$ cat config.mk
export PLATFORM = sky130hd
export DESIGN_NAME = stpi_top
export DESIGN_NICKNAME = d
export VERILOG_FILES = /design/src/logic/stpi_pkg.sv /design/src/logic/stpi_top.sv /design/src/logic/stpi_sync.sv
export SDC_FILE = /design/constraint.sdc
export NUM_CORES = 1
export LEC_CHECK = 0
export BUFFER_PORTS_ARGS = -buffer_cell sky130_fd_sc_hd__buf_2
export CAP_MARGIN = 30
export CORE_MARGIN = 5
export CORE_UTILIZATION = 37
export CTS_BUF_LIST = sky130_fd_sc_hd__clkbuf_4 sky130_fd_sc_hd__clkbuf_8
export DETAILED_ROUTE_END_ITERATION = 12
export GPL_TIMING_DRIVEN = 0
export SYNTH_ARGS = -nofsm -noshare
export SYNTH_HDL_FRONTEND = slang
export SYNTH_HIERARCHICAL = 1
export SYNTH_SLANG_ARGS = --single-unit
$ cat constraint.sdc
create_clock -name clk_i -period 3.4 [get_ports clk_i]
set_input_delay 0.85 -clock clk_i [delete_from_list [all_inputs] [get_ports clk_i]]
set_output_delay 0.85 -clock clk_i [all_outputs]
set_load 0.01 [all_outputs]
$ cat src/logic/stpi_pkg.sv
// Purpose: Constants for the safety telegram process image block
// Assumes: 32-bit classic Wishbone, word-aligned registers
// Notes: Byte 0 of each telegram sits in bits 7:0 of the image vectors
package stpi_pkg;

  // Telegram geometry
  localparam int unsigned TEL_BYTES = 5;
  localparam int unsigned TEL_W = 40;
  localparam int unsigned CHAN_N = 4;

  // Byte positions within a telegram
  localparam int unsigned BYTE_DATA = 0;
  localparam int unsigned BYTE_CTRL = 1;
  localparam int unsigned BYTE_SER = 2;
  localparam int unsigned BYTE_CK_HI = 3;
  localparam int unsigned BYTE_CK_LO = 4;

  // Bit fields
  localparam int unsigned ACK_BIT = 7;
  localparam logic [7:0] OUT_RSVD_MASK = 8'h7F;
  localparam logic [3:0] CHAN_RESERVED = 4'h0;
  localparam logic [7:0] BYTE_ZERO = 8'h00;

  // Protocol version
  typedef enum logic {
    STPI_V1,
    STPI_V2
  } stpi_ver_t;

  // Register byte addresses
  localparam logic [7:0] REG_CTRL = 8'h00;
  localparam logic [7:0] REG_STATUS = 8'h04;
  localparam logic [7:0] REG_IN_SER = 8'h08;
  localparam logic [7:0] REG_IN_CK = 8'h0C;
  localparam logic [7:0] REG_CHAN = 8'h10;
  localparam logic [7:0] REG_OUT_CTRL = 8'h14;
  localparam logic [7:0] REG_OUT_SER = 8'h18;
  localparam logic [7:0] REG_OUT_CK = 8'h1C;
  localparam logic [7:0] REG_FLAGS = 8'h20;
  localparam logic [7:0] REG_IMG_LO = 8'h24;
  localparam logic [7:0] REG_IMG_HI = 8'h28;

  // Flag bit positions
  localparam int unsigned FLG_CTRL_RSVD = 0;
  localparam int unsigned FLG_BYTE0 = 1;
  localparam int unsigned FLG_FRAME = 2;
  localparam int unsigned FLG_N = 3;

  // Reset values
  localparam logic [7:0] RST_BYTE = 8'h00;
  localparam logic [23:0] RST_CK = 24'h00_0000;
  localparam logic [31:0] RD_ZERO = 32'h0000_0000;

endpackage

$ cat src/logic/stpi_top.sv
// Purpose: Process image framer for a fail-safe four-channel input module
// Assumes: Output telegram arrives as a whole with a one-cycle strobe
// Notes: Checksum and serial values are supplied, not computed, here
//
// How it works
// - Five telegram bytes each way, bytes 0-4
// - Byte meaning follows selected protocol version
// - V1: serial in byte 2, checksum bytes 3-4
// - V2: three checksum bytes, high in byte 2
// - Channels one to four in bits 0-3
//
// Decided for this implementation: the Wishbone interface to the registers and the register offsets.
`timescale 1ns/10ps
module stpi_top
  import stpi_pkg::*;
(
  // Clock and reset
  input wire logic clk_i,
  input wire logic rst_i,
  // Wishbone slave
  input wire logic wb_cyc_i,
  input wire logic wb_stb_i,
  input wire logic wb_we_i,
  input wire logic [7:0] wb_adr_i,
  input wire logic [3:0] wb_sel_i,
  input wire logic [31:0] wb_dat_i,
  output logic [31:0] wb_dat_o,
  output logic wb_ack_o,
  // Field input pins
  input wire logic input_channel_one_state_i,
  input wire logic input_channel_two_state_i,
  input wire logic input_channel_three_state_i,
  input wire logic input_channel_four_state_i,
  // Input telegram towards the controller
  output logic [TEL_W-1:0] in_image_o,
  // Output telegram from the controller
  input wire logic out_image_valid_i,
  input wire logic [TEL_W-1:0] out_image_i,
  // Decoded output telegram and selected protocol version
  output logic failure_ack_o,
  output logic failure_ack_pulse_o,
  output logic protocol_v2_o
);

  ////////////////////////////////////////////////////////////////////////
  // Channel pin synchronisation

  logic [CHAN_N-1:0] chan_raw;
  logic [CHAN_N-1:0] chan_sync;

  assign chan_raw = {input_channel_four_state_i, input_channel_three_state_i,
                     input_channel_two_state_i, input_channel_one_state_i};

  stpi_sync #(
    .WIDTH(CHAN_N)
  ) u_chan_sync (
    .clk_i(clk_i),
    .rst_i(rst_i),
    .async_i(chan_raw),
    .sync_o(chan_sync)
  );

  ////////////////////////////////////////////////////////////////////////
  // Bus decode

  logic req;
  logic wr_acc;
  logic rd_acc;
  logic ack_q;

  assign req = wb_cyc_i & wb_stb_i & ~ack_q;
  assign wr_acc = req & wb_we_i;
  assign rd_acc = req & ~wb_we_i;

  function automatic logic [31:0] merge(input logic [31:0] old, input logic [31:0] dat,
                                        input logic [3:0] sel);
    logic [31:0] res;
    res = old;
    for (int i = 0; i < 4; i++) begin
      if (sel[i]) begin
        res[8*i +: 8] = dat[8*i +: 8];
      end
    end
    return res;
  endfunction

  ////////////////////////////////////////////////////////////////////////
  // Software-written registers

  stpi_ver_t ver_q;
  logic [7:0] status_q;
  logic [7:0] in_ser_q;
  logic [23:0] in_ck_q;
  logic [31:0] wr_ctrl;
  logic [31:0] wr_status;
  logic [31:0] wr_ser;
  logic [31:0] wr_ck;

  assign wr_ctrl = merge({31'h0000_0000, ver_q == STPI_V2}, wb_dat_i, wb_sel_i);
  assign wr_status = merge({24'h00_0000, status_q}, wb_dat_i, wb_sel_i);
  assign wr_ser = merge({24'h00_0000, in_ser_q}, wb_dat_i, wb_sel_i);
  assign wr_ck = merge({8'h00, in_ck_q}, wb_dat_i, wb_sel_i);

  // Version select
  always_ff @(posedge clk_i) begin
    if (rst_i) begin
      ver_q <= STPI_V1;
    end else if (wr_acc && wb_adr_i == REG_CTRL) begin
      ver_q <= wr_ctrl[0] ? STPI_V2 : STPI_V1;
    end
  end

  // Status byte
  always_ff @(posedge clk_i) begin
    if (rst_i) begin
      status_q <= RST_BYTE;
    end else if (wr_acc && wb_adr_i == REG_STATUS) begin
      status_q <= wr_status[7:0];
    end
  end

  // Serial number for the input telegram
  always_ff @(posedge clk_i) begin
    if (rst_i) begin
      in_ser_q <= RST_BYTE;
    end else if (wr_acc && wb_adr_i == REG_IN_SER) begin
      in_ser_q <= wr_ser[7:0];
    end
  end

  // Checksum for the input telegram
  always_ff @(posedge clk_i) begin
    if (rst_i) begin
      in_ck_q <= RST_CK;
    end else if (wr_acc && wb_adr_i == REG_IN_CK) begin
      in_ck_q <= wr_ck[23:0];
    end
  end

  ////////////////////////////////////////////////////////////////////////
  // Input telegram assembly

  logic [7:0] in_byte_d [TEL_BYTES];
  logic [TEL_W-1:0] in_image_d;
  logic [TEL_W-1:0] in_image_q;
  logic [7:0] in_ck_b2;
  logic [7:0] in_ck_b1;
  logic [7:0] in_ck_b0;

  // Checksum bytes, most significant first
  assign in_ck_b2 = in_ck_q[23:16];
  assign in_ck_b1 = in_ck_q[15:8];
  assign in_ck_b0 = in_ck_q[7:0];

  always_comb begin
    in_byte_d[BYTE_DATA] = {CHAN_RESERVED, chan_sync};
    in_byte_d[BYTE_CTRL] = status_q;
    if (ver_q == STPI_V1) begin
      in_byte_d[BYTE_SER] = in_ser_q;
      in_byte_d[BYTE_CK_HI] = in_ck_b1;
      in_byte_d[BYTE_CK_LO] = in_ck_b0;
    end else begin
      in_byte_d[BYTE_SER] = in_ck_b2;
      in_byte_d[BYTE_CK_HI] = in_ck_b1;
      in_byte_d[BYTE_CK_LO] = in_ck_b0;
    end
    for (int b = 0; b < TEL_BYTES; b++) begin
      in_image_d[8*b +: 8] = in_byte_d[b];
    end
  end

  always_ff @(posedge clk_i) begin
    if (rst_i) begin
      in_image_q <= '0;
    end else begin
      in_image_q <= in_image_d;
    end
  end

  assign in_image_o = in_image_q;

  ////////////////////////////////////////////////////////////////////////
  // Output telegram capture

  logic [7:0] out_byte [TEL_BYTES];
  logic [7:0] out_ctrl_q;
  logic [7:0] out_ser_q;
  logic [23:0] out_ck_q;
  logic ack_pulse_q;

  always_comb begin
    for (int b = 0; b < TEL_BYTES; b++) begin
      out_byte[b] = out_image_i[8*b +: 8];
    end
  end

  // Control byte and acknowledge edge
  always_ff @(posedge clk_i) begin
    if (rst_i) begin
      out_ctrl_q <= RST_BYTE;
      ack_pulse_q <= 1'b0;
    end else begin
      ack_pulse_q <= 1'b0;
      if (out_image_valid_i) begin
        out_ctrl_q <= out_byte[BYTE_CTRL];
        ack_pulse_q <= out_byte[BYTE_CTRL][ACK_BIT] & ~out_ctrl_q[ACK_BIT];
      end
    end
  end

  // Serial number and checksum by version
  always_ff @(posedge clk_i) begin
    if (rst_i) begin
      out_ser_q <= RST_BYTE;
      out_ck_q <= RST_CK;
    end else if (out_image_valid_i) begin
      if (ver_q == STPI_V1) begin
        out_ser_q <= out_byte[BYTE_SER];
        out_ck_q <= {BYTE_ZERO, out_byte[BYTE_CK_HI], out_byte[BYTE_CK_LO]};
      end else begin
        out_ser_q <= RST_BYTE;
        out_ck_q <= {out_byte[BYTE_SER], out_byte[BYTE_CK_HI], out_byte[BYTE_CK_LO]};
      end
    end
  end

  assign failure_ack_o = out_ctrl_q[ACK_BIT];
  assign failure_ack_pulse_o = ack_pulse_q;
  assign protocol_v2_o = (ver_q == STPI_V2);

  ////////////////////////////////////////////////////////////////////////
  // Sticky flags, write one to clear, set wins

  logic [FLG_N-1:0] flag_set;
  logic [FLG_N-1:0] flag_clr;
  logic [FLG_N-1:0] flags_q;

  always_comb begin
    flag_set = '0;
    if (out_image_valid_i) begin
      flag_set[FLG_CTRL_RSVD] = |(out_byte[BYTE_CTRL] & OUT_RSVD_MASK);
      flag_set[FLG_BYTE0] = |out_byte[BYTE_DATA];
      flag_set[FLG_FRAME] = 1'b1;
    end
  end

  // Software clear, byte lane 0 only
  always_comb begin
    flag_clr = '0;
    if (wr_acc && wb_adr_i == REG_FLAGS && wb_sel_i[0]) begin
      flag_clr = wb_dat_i[FLG_N-1:0];
    end
  end

  always_ff @(posedge clk_i) begin
    if (rst_i) begin
      flags_q <= '0;
    end else begin
      flags_q <= (flags_q & ~flag_clr) | flag_set;
    end
  end

  ////////////////////////////////////////////////////////////////////////
  // Read mux and acknowledge

  logic [31:0] rd_d;
  logic [31:0] rd_q;

  always_comb begin
    unique case (wb_adr_i)
      REG_CTRL: rd_d = {31'h0000_0000, ver_q == STPI_V2};
      REG_STATUS: rd_d = {24'h00_0000, status_q};
      REG_IN_SER: rd_d = {24'h00_0000, in_ser_q};
      REG_IN_CK: rd_d = {8'h00, in_ck_q};
      REG_CHAN: rd_d = {28'h000_0000, chan_sync};
      REG_OUT_CTRL: rd_d = {24'h00_0000, out_ctrl_q};
      REG_OUT_SER: rd_d = {24'h00_0000, out_ser_q};
      REG_OUT_CK: rd_d = {8'h00, out_ck_q};
      REG_FLAGS: rd_d = {29'h0000_0000, flags_q};
      REG_IMG_LO: rd_d = in_image_q[31:0];
      REG_IMG_HI: rd_d = {24'h00_0000, in_image_q[TEL_W-1:32]};
      default: rd_d = RD_ZERO;
    endcase
  end

  always_ff @(posedge clk_i) begin
    if (rst_i) begin
      rd_q <= RD_ZERO;
    end else if (rd_acc) begin
      rd_q <= rd_d;
    end
  end

  always_ff @(posedge clk_i) begin
    if (rst_i) begin
      ack_q <= 1'b0;
    end else begin
      ack_q <= req;
    end
  end

  assign wb_ack_o = ack_q;
  assign wb_dat_o = rd_q;

endmodule

$ cat src/logic/stpi_sync.sv
// Purpose: Two-stage synchroniser for pin levels
// Assumes: Inputs are asynchronous levels
// Notes: First stage feeds only the second stage
`timescale 1ns/10ps
module stpi_sync #(
  parameter int unsigned WIDTH = 1
) (
  // Clock and reset
  input wire logic clk_i,
  input wire logic rst_i,
  // Levels
  input wire logic [WIDTH-1:0] async_i,
  output logic [WIDTH-1:0] sync_o
);

  logic [WIDTH-1:0] meta_q;
  logic [WIDTH-1:0] sync_q;

  always_ff @(posedge clk_i) begin
    if (rst_i) begin
      meta_q <= '0;
      sync_q <= '0;
    end else begin
      meta_q <= async_i;
      sync_q <= meta_q;
    end
  end

  assign sync_o = sync_q;

endmodule

# After elaboration in Yosys (flattened, before gate mapping)
# Cells that the tools add are included.
# totals
inputBits	94
word_cells	62
reg_bits	166
out_inout_bits	76
# classes
bitwise	12
n_reduce_logical	15
n_eq_ne	10
muxes	8
# ops
operator	n
$pmux W32 S11	1
$mux W24	2
$eq A8 B5 Y1 const B	4
$eq A8 B6 Y1 const B	3
$eq A8 B4 Y1 const B	2
$reduce_and A2 Y1	5
$eq A8 B3 Y1 const B	1
$logic_not A8 Y1	1
$mux W8	1
$reduce_or A8 Y1	1
$reduce_or A7 Y1	1
$logic_and A1 B1 Y1	6
$mux W3	2
$and A1 B1 Y1	5
$not A1 Y1	4
$and A3 B3 Y3	1
$not A3 Y3	1
$or A3 B3 Y3	1
$mux W1	2
$reduce_or A2 Y1	1

# Longest topological paths before layout
# depth
word_depth	9
depth_mapped	7
mapped_depth_nobuf	4

# Modules after synthesis
# The synthesis kept the hierarchy.
# modules_own_cells
mod	seq_area_each_um2	instances	area_each_um2	cells_each
stpi_top	3083.0	1	6510.0	670
stpi_sync	160.2	1	210.2	16

# Least setup slack after synthesis
# No wires, ideal clock.
# synth_timing
kind	input to register
from	input wb_adr_i[0]
to	register rd_q[6], in the netlist wb_dat_o[6]
t_required_ns	3.321
cell_stages	5
arrival_time_ns	2.292
path_slack_ns	1.028
setup_ns	0.079
n_path_buf	1
path_cell_list	buf_4 or4_4 a2111oi_4 inv_2 o211ai_1
# synth_between
elab_chain_cells	2
elab_cells_between_ends	12
classes_between	10 x eq/ne; 1 x mux; 1 x reduce/logical
# synth_rtl
item	line	text
start, declared	stpi_top.sv:24	input wire logic [7:0] wb_adr_i,
$eq A8 B6 Y1, or another cell as far along	stpi_top.sv:270	unique case (wb_adr_i)
$pmux W32 S11 *	stpi_top.sv:270	
end signal, assigned	stpi_top.sv:290	rd_q <= rd_d;
end, declared	stpi_top.sv:267	logic [31:0] rd_q;
# Mark *: on every way between the ends. The rest lies on a longest branch, timed or not.
# A chain may end at the register's enable or synchronous reset.

# Worst setup path after layout
# layout_timing
from	input wb_adr_i[3]
to	register in_ck_q[13]
# layout_between
elab_chain_cells	3
# layout_rtl
item	line	text
$eq A8 B4 Y1	stpi_top.sv:135	end else if (wr_acc && wb_adr_i == REG_IN_CK) begin
$logic_and A1 B1 Y1	stpi_top.sv:135	
$reduce_and A2 Y1 (no source line)	-	
end signal, assigned	stpi_top.sv:136	in_ck_q <= wr_ck[23:0];
end, declared	stpi_top.sv:93	logic [23:0] in_ck_q;
# Every way passes these cells.

==> flow_metrics.env <==
export IMPL_netlist_cell_type_count=60
export IMPL_synthesis_area_mm2=0.00672
export IMPL_synth_most_common_cell="sky130_fd_sc_hd__dfxtp_1"
export IMPL_cts_max_level=4
export IMPL_leakage_power_total_nw=3.75
export IMPL_antenna_violations_before_repair=0
export IMPL_timing_critical_path_mode_cell="sky130_fd_sc_hd__buf_2"
export IMPL_critical_path_n_buffers_inverters=3
export IMPL_crit_reg2reg_launch="wb_ack_o"
export IMPL_max_slew_worst_pin_slew_ns=0.812
export IMPL_post_synth_top_area_cell="sky130_fd_sc_hd__dfxtp_1"
export IMPL_netlist_area_leader_share=0.483
export IMPL_grtUsageTotal=0.204
export IMPL_grt_busiest_layer="met2"
export IMPL_post_drt_wl_per_cell_um=19.6
export IMPL_synth_edf_count=0
export IMPL_worst_endpoint_required_ns=3.73
export IMPL_worst_clock_skew_ns=0.0178
export IMPL_setup_tns_ns=0
export IMPL_rsz0062_at_grt="no"
export IMPL_start_util=0.375
export IMPL_place_area_mm2=0.00777
export IMPL_critical_path_top_delay_family="simple AND/OR/NAND/NOR gates"
export IMPL_drive_gt1_frac=0.261
export IMPL_synth_common_cells="sky130_fd_sc_hd__dfxtp_1 (162), sky130_fd_sc_hd__nor2_1 (102), sky130_fd_sc_hd__mux2i_1 (96)"
export IMPL_layout_core_utilization=0.457
export IMPL_drv_cap=0
export IMPL_worstReg2RegEnd="wb_dat_o[0]"
export IMPL_antenna_left=0
export IMPL_die_width_um=145
export IMPL_io_buffer_count=150
export IMPL_worst_path_max_fanout=10
export IMPL_grt_first_pass_wirelength_um=31800
export IMPL_globalRoute_totalOverflow=0
export IMPL_critPathMaxStageDelay_ns=0.46
export IMPL_timing_hold_worst_class="reg2reg"
export IMPL_crit_path_start="wb_adr_i[3]"
export IMPL_io_pins=170
export IMPL_part_of_the_power_in_registers=0.533
export IMPL_max_slew_margin=0.457
export IMPL_power_share_clock=0.392
export IMPL_synthTopCellsByArea="sky130_fd_sc_hd__dfxtp_1 (48%), sky130_fd_sc_hd__mux2i_1 (14%), sky130_fd_sc_hd__nor2_1 (5.7%), sky130_fd_sc_hd__nor2b_1 (3.6%), sky130_fd_sc_hd__a22oi_1 (2.3%)"
export IMPL_fin_total_pwr_mw=3.66
export IMPL_hold_path_endpoint="u_chan_sync/sync_o[1]"
export IMPL_postCtsHoldBufs=0
export IMPL_synth_cells=686
export IMPL_cts_max_path_buffers=2
export IMPL_detail_routed_via_count_per_cell=5.20
export IMPL_cp_cell_sequence="buf_2 > buf_2 > nor4bb_1 > clkbuf_1 > nand4_2 > mux2i_1 > nor2_1"
export IMPL_drcViolationCount=0
export IMPL_first_iter_violations=387
export IMPL_synth_main_ff_cell="sky130_fd_sc_hd__dfxtp_1"
export IMPL_timing_hold_ws_ns=0.438
export IMPL_setup_worst_path_start_class="input port"
export IMPL_timing_reg2reg_worst_path_depth=6
export IMPL_synth_avg_cell_area_um2=9.80
export IMPL_timing_final_hold_violations=0
export IMPL_gp_congestion=0.955
export IMPL_synth_async_reset_ratio=0
export IMPL_cts_buffers=17
export IMPL_detailedRoute_firstPassIterationCount=6
export IMPL_total_switching_power_uw=892
export IMPL_worstHoldPathCells=1
export IMPL_cts_tree="done"
export IMPL_timing_critical_path_arrival_ns=2.72
export IMPL_worst_hold_startpoint="u_chan_sync/meta_q[1]"
export IMPL_critical_path_slowest_cell="sky130_fd_sc_hd__nand4_2"
export IMPL_post_cts_resized_instances=0
export IMPL_clkSlewWorstSetupHoldPaths_ns=0.08
export IMPL_worst_ir_drop_vdd_v=0.000402
export IMPL_report_final_setup_viol=0
export IMPL_internal_power_mw=2.77
export IMPL_endpoint_kind="register"
export IMPL_wirelength_um=21500
export IMPL_netSwitchingFraction=0.244
export IMPL_p_per_area_mw_per_mm2=447
export IMPL_cts_setup_buffers=0
export IMPL_finalMaxSlewViolations=0
export IMPL_synth_ff_latch_count=162
export IMPL_row_count=49
export IMPL_global_route_usage_met2=0.326
export IMPL_synth_seq_area_share=0.483
export IMPL_run_status="complete, no violations"
export IMPL_cts_root_buf="sky130_fd_sc_hd__clkbuf_8"
export IMPL_fmax_mhz=419
export IMPL_timing_reg2reg_setup_slack_ns=1.32
export IMPL_num_antenna_cells=0
export IMPL_share_comb_of_total_power=0.074
export IMPL_grt_use_met3=0.0447
export IMPL_first_global_vias=5433
export IMPL_grt_use_met1=0.272
export IMPL_coreArea_mm2=0.0179
export IMPL_post_layout_instance_area_mm2=0.00818
export IMPL_ys_warnings_count=6
export IMPL_die_height_um=145
export IMPL_worst_setup_path_type="in2reg"
export IMPL_finish_net_count=953
export IMPL_finalCriticalPeriod_ns=2.39
export IMPL_dr_total_vias=5727
export IMPL_layout_area_overhead_vs_synth_pct=21.7
export IMPL_post_route_period_util=0.702
export IMPL_dieArea_mm2=0.0210
export IMPL_grt_start_max_net_pins=17
export IMPL_clkSinkCount=162
export IMPL_detailed_place_hpwl_um=16700
export IMPL_clock_latency_ns=0.47
==> worst max path at each step <==
stage | end | depth (start not counted)
final | in_ck_q[13] | 7
after floorplan | wb_dat_o[6] | 5
after global placement | in_image_o[16] | 5
after CTS | in_ck_q[21] | 7
after detailed placement | in_image_o[16] | 5
after global routing | in_ck_q[21] | 7
==> cells by family (layout without fill, tap and decap cells) <==
logic type             count (synthesis)  count (layout)  synth area share
flip-flops                           162             162             0.483
AND/OR/NAND/NOR                      248             248             0.201
multiplexers                         102             102             0.156
AO/OA/AOI/OAI                        113             113             0.119
buffers and inverters                 60             243            0.0408
other                                  1               4          0.000558
==> state kept, by name, summed over array words and instances, names as in the netlist, 3 cells and up <==
register / flops
flags_q: 3
wb_dat_o: 32
out_ck_q: 24
u_chan_sync/sync_o: 4
in_ser_q: 8
status_q: 8
in_image_o: 36
out_ctrl_q: 8
in_ck_q: 24
out_ser_q: 8
u_chan_sync/meta_q: 4
==> power groups by stage <==
| stage | clock network (mW) | registers (mW) | logic (mW) |
|---|---|---|---|
| floorplan | 0 | 1.98 | 0.155 |
| global placement | 0 | 1.99 | 0.269 |
| detailed placement | 0 | 2.00 | 0.270 |
| CTS | 1.46 | 1.95 | 0.271 |
| global route | 1.53 | 1.95 | 0.296 |
| finish | 1.43 | 1.95 | 0.272 |
==> routing by layer <==
layer,wire length (um),vias to the layer above
li1,-,2798
met1,9580,2666
met2,10000,227
met3,1420,36
met4,503,0
met5,0,-
==> layout make-up <==
| type | count | area, um2 |
|---|---|---|
| clock inverters | 9 | 104 |
| multi-input cells | 467 | 3210 |
| inverters | 3 | 11.3 |
| plain buffers | 57 | 263 |
| flip-flops and latches | 162 | 3240 |
| well taps | 229 | 287 |
| fillers | 1752 | 9730 |
| clock buffers | 23 | 298 |
| repair buffers | 151 | 756 |
==> metrics by stage <==
stage               instances  worst slack [ns]
floorplan                 689              1.03
global placement         1068             0.527
detailed placement       1069             0.560
CTS                      1101              1.05
global route             1101             0.854
finish                   1101              1.01
==> placed cells by master (no fill, tap or decap), types with 2 or more instances in the layout <==
cell / n
sky130_fd_sc_hd__dfxtp_1: 162
sky130_fd_sc_hd__buf_2: 160
sky130_fd_sc_hd__nor2_1: 102
sky130_fd_sc_hd__mux2i_1: 96
sky130_fd_sc_hd__nor2b_1: 39
sky130_fd_sc_hd__clkbuf_1: 33
sky130_fd_sc_hd__a21oi_1: 24
sky130_fd_sc_hd__and3_1: 22
sky130_fd_sc_hd__a22oi_1: 21
sky130_fd_sc_hd__clkbuf_8: 20
sky130_fd_sc_hd__nand2_1: 19
sky130_fd_sc_hd__nor3_1: 19
sky130_fd_sc_hd__o21ai_0: 18
sky130_fd_sc_hd__a32oi_1: 12
sky130_fd_sc_hd__buf_4: 8
sky130_fd_sc_hd__nand3b_1: 8
sky130_fd_sc_hd__o21ai_1: 7
sky130_fd_sc_hd__buf_1: 6
sky130_fd_sc_hd__a22o_1: 6
sky130_fd_sc_hd__nand3_1: 5
sky130_fd_sc_hd__a211oi_1: 5
sky130_fd_sc_hd__nand4_2: 5
sky130_fd_sc_hd__or4_1: 4
sky130_fd_sc_hd__or4b_2: 4
sky130_fd_sc_hd__mux2_2: 4
sky130_fd_sc_hd__conb_1: 4
sky130_fd_sc_hd__clkinv_2: 4
sky130_fd_sc_hd__nor4b_1: 3
sky130_fd_sc_hd__o211ai_1: 3
sky130_fd_sc_hd__nor4_1: 3
sky130_fd_sc_hd__clkbuf_4: 3
sky130_fd_sc_hd__o41ai_1: 2
sky130_fd_sc_hd__nor4b_2: 2
sky130_fd_sc_hd__a221oi_1: 2
sky130_fd_sc_hd__nor4bb_1: 2
sky130_fd_sc_hd__a31oi_1: 2
sky130_fd_sc_hd__mux4_2: 2
sky130_fd_sc_hd__bufinv_16: 2
sky130_fd_sc_hd__clkinvlp_4: 2
==> worst reg2reg max path, delay by kind of cell, from the launching register on <==
kind | cells | cell delay, ns
AO/OA/AOI/OAI | 2 | 0.33
buffers and inverters | 2 | 0.88
flip-flops | 1 | 0.37
AND/OR/NAND/NOR | 2 | 0.44
(Power assumes the default switching activity.)
